`config.mk`:
```
export PLATFORM = sky130hd
export DESIGN_NAME = wsa_top
export DESIGN_NICKNAME = d
export VERILOG_FILES = /design/src/logic/wsa_pkg.sv /design/src/logic/wsa_top.sv
export VERILOG_INCLUDE_DIRS = /design/src /design/src/logic
export SDC_FILE = /design/constraint.sdc
export NUM_CORES = 1
export LEC_CHECK = 0
export ABC_AREA = 1
export BUFFER_PORTS_ARGS = -buffer_cell sky130_fd_sc_hd__clkbuf_2
export CORE_MARGIN = 1.5
export CORE_UTILIZATION = 52
export CTS_CLUSTER_DIAMETER = 50
export CTS_CLUSTER_SIZE = 24
export DETAILED_ROUTE_END_ITERATION = 16
export PLACE_DENSITY = 0.83
export SLEW_MARGIN = 20
export SYNTH_ARGS = -nofsm -noshare
export SYNTH_HDL_FRONTEND = slang
export SYNTH_SLANG_ARGS = --single-unit
```
`constraint.sdc`:
```
create_clock -name I_CORE_CLK -period 1.4 [get_ports I_CORE_CLK]
set_input_delay 0 -clock I_CORE_CLK [delete_from_list [all_inputs] [get_ports I_CORE_CLK]]
set_output_delay 0 -clock I_CORE_CLK [all_outputs]
set_load 0.005 [all_outputs]
```
`src/logic/wsa_defs.svh`:
```
// Constants for the warning status aggregator: register offsets,
// warning bit positions and reset values.
// Assumes inclusion by bare name from the package and the design file.
`ifndef WSA_DEFS_SVH
`define WSA_DEFS_SVH

// Register offsets (word addresses on the plain register port)
`define WSA_OFS_WARN_LIVE      4'h0
`define WSA_OFS_WARN_SNAP      4'h1
`define WSA_OFS_APP_LIVE       4'h2
`define WSA_OFS_APP_SNAP       4'h3
`define WSA_OFS_STATUS         4'h4
`define WSA_OFS_CTRL           4'h5

// General warning word bit positions
`define WSA_B_OVERLOAD         0
`define WSA_B_OVL_A            1
`define WSA_B_OVL_B            2
`define WSA_B_HEATSINK         3
`define WSA_B_INSIDE           4
`define WSA_B_LIMIT            5
`define WSA_B_INIT             6
`define WSA_B_MOTOR_TEMP       7
`define WSA_B_PHASE            8
`define WSA_B_BREAKER          9
`define WSA_B_FREQ_LIM         10
`define WSA_B_AIN1             11
`define WSA_B_AIN2             12
`define WSA_B_BUS_SLAVE        13
`define WSA_B_DC_UNDER         14
`define WSA_B_APP_CHAIN        15

// Application warning word bit positions
`define WSA_AB_BELT            0
`define WSA_AB_SERVICE         6
`define WSA_AB_USER1           7
`define WSA_AB_USER2           8

// Reset values
`define WSA_WORD_RST           16'h0000
`define WSA_CTRL_RST           2'h0

`endif

```
`src/logic/wsa_pkg.sv`:
```
// Types for the warning status aggregator.
// Assumes wsa_defs.svh is on the include path.
`include "wsa_defs.svh"

package wsa_pkg;

  // Raw warning conditions, already synchronous to the core clock
  typedef struct packed {
    logic       overload_window_a;
    logic       overload_window_b;
    logic       heatsink_temp_warn;
    logic       inside_temp_warn;
    logic       limit_active;
    logic       init_phase;
    logic       motor_temp_warn;
    logic       phase_missing;
    logic       motor_breaker_trip;
    logic       freq_limit_active;
    logic       analog_in1_low;
    logic       analog_in2_low;
    logic       bus_slave_error;
    logic       dc_link_undervolt;
  } wsa_gen_cond_t;

  typedef struct packed {
    logic       belt_warn;
    logic       service_dc_expired;
    logic       service_fan_expired;
    logic       user_warn1;
    logic       user_app_warning_chain;
  } wsa_app_cond_t;

  // Register port request
  typedef struct packed {
    logic [3:0] addr;
    logic [15:0] wdata;
    logic       wr;
    logic       rd;
  } wsa_reg_req_t;

  typedef enum logic [1:0] {
    WSA_SNAP_EMPTY = 2'b01,
    WSA_SNAP_HELD  = 2'b10
  } wsa_snap_st_t;

  typedef struct packed {
    logic [15:0]  warn_live;
    logic [15:0]  warn_snap;
    logic [15:0]  app_live;
    logic [15:0]  app_snap;
    wsa_snap_st_t snap_st;
    logic         snap_lock;
    logic         fault_d;
    logic [15:0]  rdata;
    logic         gen_warn;
    logic         app_warn;
  } wsa_state_t;

endpackage : wsa_pkg

```
`src/logic/wsa_top.sv`:
```
// Warning status aggregator: builds the general and application warning
// words, their fault snapshots, summary warning signals and a register port.
// Assumes all condition inputs and the fault event are synchronous to the
// core clock, driven by the detection logic of the device.
//
// Our own choices: the register offsets and the plain strobed port.
`timescale 1ns/10ps
`include "wsa_defs.svh"

module wsa_top (
  // Clock and reset
  input  wire logic                  I_CORE_CLK,
  input  wire logic                  I_RST_N,
  // Warning conditions
  input  wire wsa_pkg::wsa_gen_cond_t I_GEN_COND,
  input  wire wsa_pkg::wsa_app_cond_t I_APP_COND,
  // Fault shutdown event, level or pulse; a rising edge captures while the snapshot is unlocked
  input  wire logic                  I_FAULT_SHUTDOWN,
  // Register port
  input  wire wsa_pkg::wsa_reg_req_t I_REG_REQ,
  output logic [15:0]                O_REG_RDATA,
  // Summary warning signals
  output logic                       O_GEN_WARNING,
  output logic                       O_APP_WARNING
);
  import wsa_pkg::*;

  wsa_state_t st_r;
  wsa_state_t st_nxt;
  logic [15:0] gen_w;
  logic [15:0] app_w;
  logic        fault_rise;

  always_comb begin
    gen_w = `WSA_WORD_RST;
    app_w = `WSA_WORD_RST;
    app_w[`WSA_AB_BELT]    = I_APP_COND.belt_warn;
    app_w[`WSA_AB_SERVICE] = I_APP_COND.service_dc_expired |
                             I_APP_COND.service_fan_expired;
    app_w[`WSA_AB_USER1]   = I_APP_COND.user_warn1;
    app_w[`WSA_AB_USER2]   = I_APP_COND.user_app_warning_chain;
    gen_w[`WSA_B_OVL_A]      = I_GEN_COND.overload_window_a;
    gen_w[`WSA_B_OVL_B]      = I_GEN_COND.overload_window_b;
    gen_w[`WSA_B_OVERLOAD]   = I_GEN_COND.overload_window_a |
                               I_GEN_COND.overload_window_b;
    gen_w[`WSA_B_HEATSINK]   = I_GEN_COND.heatsink_temp_warn;
    gen_w[`WSA_B_INSIDE]     = I_GEN_COND.inside_temp_warn;
    gen_w[`WSA_B_LIMIT]      = I_GEN_COND.limit_active;
    gen_w[`WSA_B_INIT]       = I_GEN_COND.init_phase;
    gen_w[`WSA_B_MOTOR_TEMP] = I_GEN_COND.motor_temp_warn;
    gen_w[`WSA_B_PHASE]      = I_GEN_COND.phase_missing;
    gen_w[`WSA_B_BREAKER]    = I_GEN_COND.motor_breaker_trip;
    gen_w[`WSA_B_FREQ_LIM]   = I_GEN_COND.freq_limit_active;
    gen_w[`WSA_B_AIN1]       = I_GEN_COND.analog_in1_low;
    gen_w[`WSA_B_AIN2]       = I_GEN_COND.analog_in2_low;
    gen_w[`WSA_B_BUS_SLAVE]  = I_GEN_COND.bus_slave_error;
    gen_w[`WSA_B_DC_UNDER]   = I_GEN_COND.dc_link_undervolt;
    gen_w[`WSA_B_APP_CHAIN]  = |app_w;

    fault_rise = I_FAULT_SHUTDOWN & ~st_r.fault_d;

    st_nxt = st_r;
    st_nxt.fault_d = I_FAULT_SHUTDOWN;
    // live words follow conditions each clock
    st_nxt.warn_live = gen_w;
    st_nxt.app_live  = app_w;
    // summary from the registered word's source
    st_nxt.gen_warn = |gen_w;
    st_nxt.app_warn = |app_w;

    // Lock keeps the picture held when it was set; software may rearm
    // capture both words on fault shutdown
    if (fault_rise && !st_r.snap_lock) begin
      st_nxt.app_snap  = app_w;
      st_nxt.warn_snap = gen_w;
      st_nxt.snap_st   = WSA_SNAP_HELD;
    end

    // Control register: bit0 locks snapshot, bit1 rearm pulse
    if (I_REG_REQ.wr && I_REG_REQ.addr == `WSA_OFS_CTRL) begin
      st_nxt.snap_lock = I_REG_REQ.wdata[0];
      if (I_REG_REQ.wdata[1] && !fault_rise) begin
        st_nxt.snap_st = WSA_SNAP_EMPTY;
      end
    end

    st_nxt.rdata = 16'h0000;
    if (I_REG_REQ.rd) begin
      unique case (I_REG_REQ.addr)
        `WSA_OFS_WARN_LIVE: st_nxt.rdata = st_r.warn_live;
        `WSA_OFS_WARN_SNAP: st_nxt.rdata = st_r.warn_snap;
        `WSA_OFS_APP_LIVE:  st_nxt.rdata = st_r.app_live;
        `WSA_OFS_APP_SNAP:  st_nxt.rdata = st_r.app_snap;
        `WSA_OFS_STATUS:    st_nxt.rdata = {14'h0000,
                              st_r.snap_st == WSA_SNAP_HELD,
                              st_r.gen_warn};
        `WSA_OFS_CTRL:      st_nxt.rdata = {15'h0000, st_r.snap_lock};
        default:            st_nxt.rdata = 16'h0000;
      endcase
    end
  end

  always_ff @(posedge I_CORE_CLK) begin
    if (!I_RST_N) begin
      st_r.warn_live <= `WSA_WORD_RST;
      st_r.warn_snap <= `WSA_WORD_RST;
      st_r.app_live  <= `WSA_WORD_RST;
      st_r.app_snap  <= `WSA_WORD_RST;
      st_r.snap_st   <= WSA_SNAP_EMPTY;
      st_r.snap_lock <= 1'b0;
      st_r.fault_d   <= 1'b0;
      st_r.rdata     <= 16'h0000;
      st_r.gen_warn  <= 1'b0;
      st_r.app_warn  <= 1'b0;
    end else begin
      st_r <= st_nxt;
    end
  end

  assign O_REG_RDATA   = st_r.rdata;
  assign O_GEN_WARNING = st_r.gen_warn;
  assign O_APP_WARNING = st_r.app_warn;

endmodule : wsa_top

```
==> run_results.csv <==
group,metric,value,unit
worst_setup_path,endpoint_kind,"flip-flop",
sta,hold_viol,0,
route,num_vias,2089,
sta,tightest_slew,481,ps
pwr,p_leak,1.46,nW
route,drc,0,
sta,period_needed,1200,ps
hold_path,worstHoldStart,"I_REG_REQ[1]",
clock_network,h-tree-depth,3,
synthesis,synthCells,286,
worst_setup_path,critPathLaunch,"I_APP_COND[3]",
grt,grt-ovfl-total,0,
route,first_pass_iters,4,
clock_network,cts-buffers-inserted,9,
worst_setup_path,r2r_slack,290,ps
grt,grt_pass1_vias,2047,
route,dr.first_iter.drc_count,179,
floorplan,die_h,70.4,µm
worst_setup_path,rr_startpoint,"st_r[18]",
floorplan,rows,24,
pwr,ir_drop,0.692,mV
place,place_area,2510,µm²
clock_network,cts_tree,"yes",
sta,fmax,831,MHz
synthesis,mappedNetlistArea,2360,µm²
sta,setup_viol,0,
grt,grt_usage,24.5,%
cells_and_area,multiInputGateArea,795,µm²
clock_network,hold_buffers,23,
worst_setup_path,path_buf_inv,3,
cells_and_area,fin_area,2940,µm²
route,antenna_left,0,
grt,busiest_layer,"met2",
synthesis,ys_warn_count,0,
clock_network,cts_resized,0,
worst_setup_path,crit_path_start_kind,"input port",
synthesis,yosysSeqAreaShare,51.7,%
run_status,run_status,"finished, final reports clean",
floorplan,die_w,70.4,µm
clock_network,post_cts_buffers,0,
sta,fin_crit_sh,86.0,%
place,hpwl,3290,µm
grt,met3_usage,7.22,%
sta,skew,5.94,ps
grt,grt_pass1_wl,9270,µm
cells_and_area,layout-drive-gt1-share,21.6,%
worst_setup_path,cp.arrival,1420,ps
floorplan,coreArea,4350,µm²
grt,antenna_found_initial,0,
route,wl,5420,µm
sta,maxSlewHeadroom,67.9,%
floorplan,ios,62,
clock_network,cts_buffer_depth,2,
grt,use_met1,28.5,%
place,place.port_buffers,47,
floorplan,die-area,4960,µm²
grt,grt_max_degree,39,
synthesis,synth_area_per_cell,8.26,µm²
worst_setup_path,crit_required,1620,ps
synthesis,yosys.cell_types.count,18,
worst_setup_path,critPathKind,"input port to flip-flop",
route,wl_per_cell,13.6,µm
clock_network,clkLatencyLatePin,340,ps
worst_setup_path,crit_fanout,2,
synthesis,synthesis.nets,330,
worst_setup_path,path_common_cell,"dlygate4sd3_1",
synthesis,ys_ff_latch,61,
worst_setup_path,critPathTopFamily,"buffers and inverters",
worst_setup_path,slowest_stage,"dlygate4sd3_1",
sta,report.final.slew_viol_count,0,
worst_setup_path,worstPathCellList,"dlygate4sd3_1, clkbuf_2, nor2_1, dlygate4sd3_1, a21oi_1",
pwr,power.density,1310,nW/µm²
cells_and_area,n_fill_cell,323,
clock_network,cts_root_buf,"clkbuf_8",
place,gp_congestion,0.798,
floorplan,start_util,54.3,%
clock_network,path_clk_slew,60,ps
cells_and_area,regArea,1220,µm²
flow_run,maxCapViolations,0,
grt,grt_use_met2,38.9,%
route,viasPerCell,5.24,
sta,fin_setup_tns,0,ps
hold_path,hp-class,"input port to flip-flop",
cells_and_area,num-nets-final,388,
cells_and_area,antennaDiodeCount,0,
sta,rsz0062_at_grt,"false",
cells_and_area,area_growth,24.5,%
clock_network,cts.sinks,61,
worst_setup_path,critPathMaxStageDelay,590,ps
## cell type report
class	instances	area share (%)
clock inverters	1	1.02
inverters	39	4.98
flip-flops and latches	61	41.5
well taps	52	2.21
multi-input cells	158	27.0
clock buffers	13	5.74
repair buffers	75	17.5
## worst min-delay path: cells and delay by family
kind                   cells  cell delay [ps]
buffers and inverters      2              130
and+or+nand+nor            2              120
AOI/OAI and AO/OA          1               50
## kinds of logic (layout without fill, tap and decap cells)
group                  after synthesis  count (layout)  synth area share [%]
and+or+nand+nor                    120             120                  23.1
buffers and inverters               67             128                  14.8
AOI/OAI and AO/OA                   38              38                  10.4
DFF                                 61              61                  51.7
## routing by layer
metal | wire length [µm] | share of wire, % | vias up
li1 | - | - | 1015
met1 | 2150 | 40 | 956
met2 | 2630 | 49 | 96
met3 | 432 | 8.0 | 22
met4 | 208 | 3.8 | 0
met5 | 0 | 0 | -
## sequential cells by signal, indices dropped and copies added (netlist names)
name           cells
O_GEN_WARNING      1
O_REG_RDATA       16
st_r              44
## worst paths after layout
| path | endpoint | cells past startpoint |
|---|---|---|
| max reg2reg | st_r[61] | 6 |
| min reg2reg | O_REG_RDATA[14] | 2 |
| max | st_r[28] | 5 |
| min | st_r[19] | 5 |
## metrics by stage
stage / total power, mW / cells / hold WS, ps / worst slack, ps / util (%)
floorplan: 2.13 / 286 / 93.5 / 342 / -
global route: 3.97 / 399 / 32.9 / 169 / 67.6
detailed placement: 2.24 / 362 / 204 / 299 / 57.7
CTS: 3.85 / 399 / 8.76 / 199 / 67.6
global placement: 2.23 / 362 / 196 / 344 / 57.7
finish: 3.84 / 399 / 14.0 / 197 / 67.6
## cells in the final DEF, fill, tap and decap left out
master / synthesis / layout
a21oi_1: 15 / 15
a22oi_1: 3 / 3
a2bb2oi_1: 13 / 13
buf_12: 0 / 1
buf_4: 20 / 4
bufinv_16: 0 / 1
clkbuf_1: 0 / 1
clkbuf_2: 0 / 47
clkbuf_8: 0 / 12
dfxtp_1: 61 / 61
dlygate4sd3_1: 0 / 23
inv_1: 36 / 36
inv_2: 3 / 3
nand2_1: 40 / 40
nand2_2: 1 / 1
nand2_4: 1 / 1
nand3_1: 45 / 45
nand3_2: 1 / 1
nor2_1: 29 / 28
nor2_2: 0 / 1
nor2_4: 3 / 3
o21ai_0: 6 / 6
o21ai_1: 1 / 1
## report_power, final
part	leakage, nW	switching [mW]	internal [mW]
Combinational	0.851	0.206	0.174
Clock	0.102	0.627	0.949
Sequential	0.504	0.0444	1.84
Total	1.46	0.878	2.96
## Yosys cell counts, drive strengths merged
cell type	count	area, µm²
o21ai	7	35.0
a21oi	15	75.1
dfxtp	61	1220
nand3	46	235
a2bb2oi	13	114
nand2	42	168
buf	28	203
a22oi	3	22.5
inv	39	146
nor2	32	143
(Power assumes the default switching activity.)
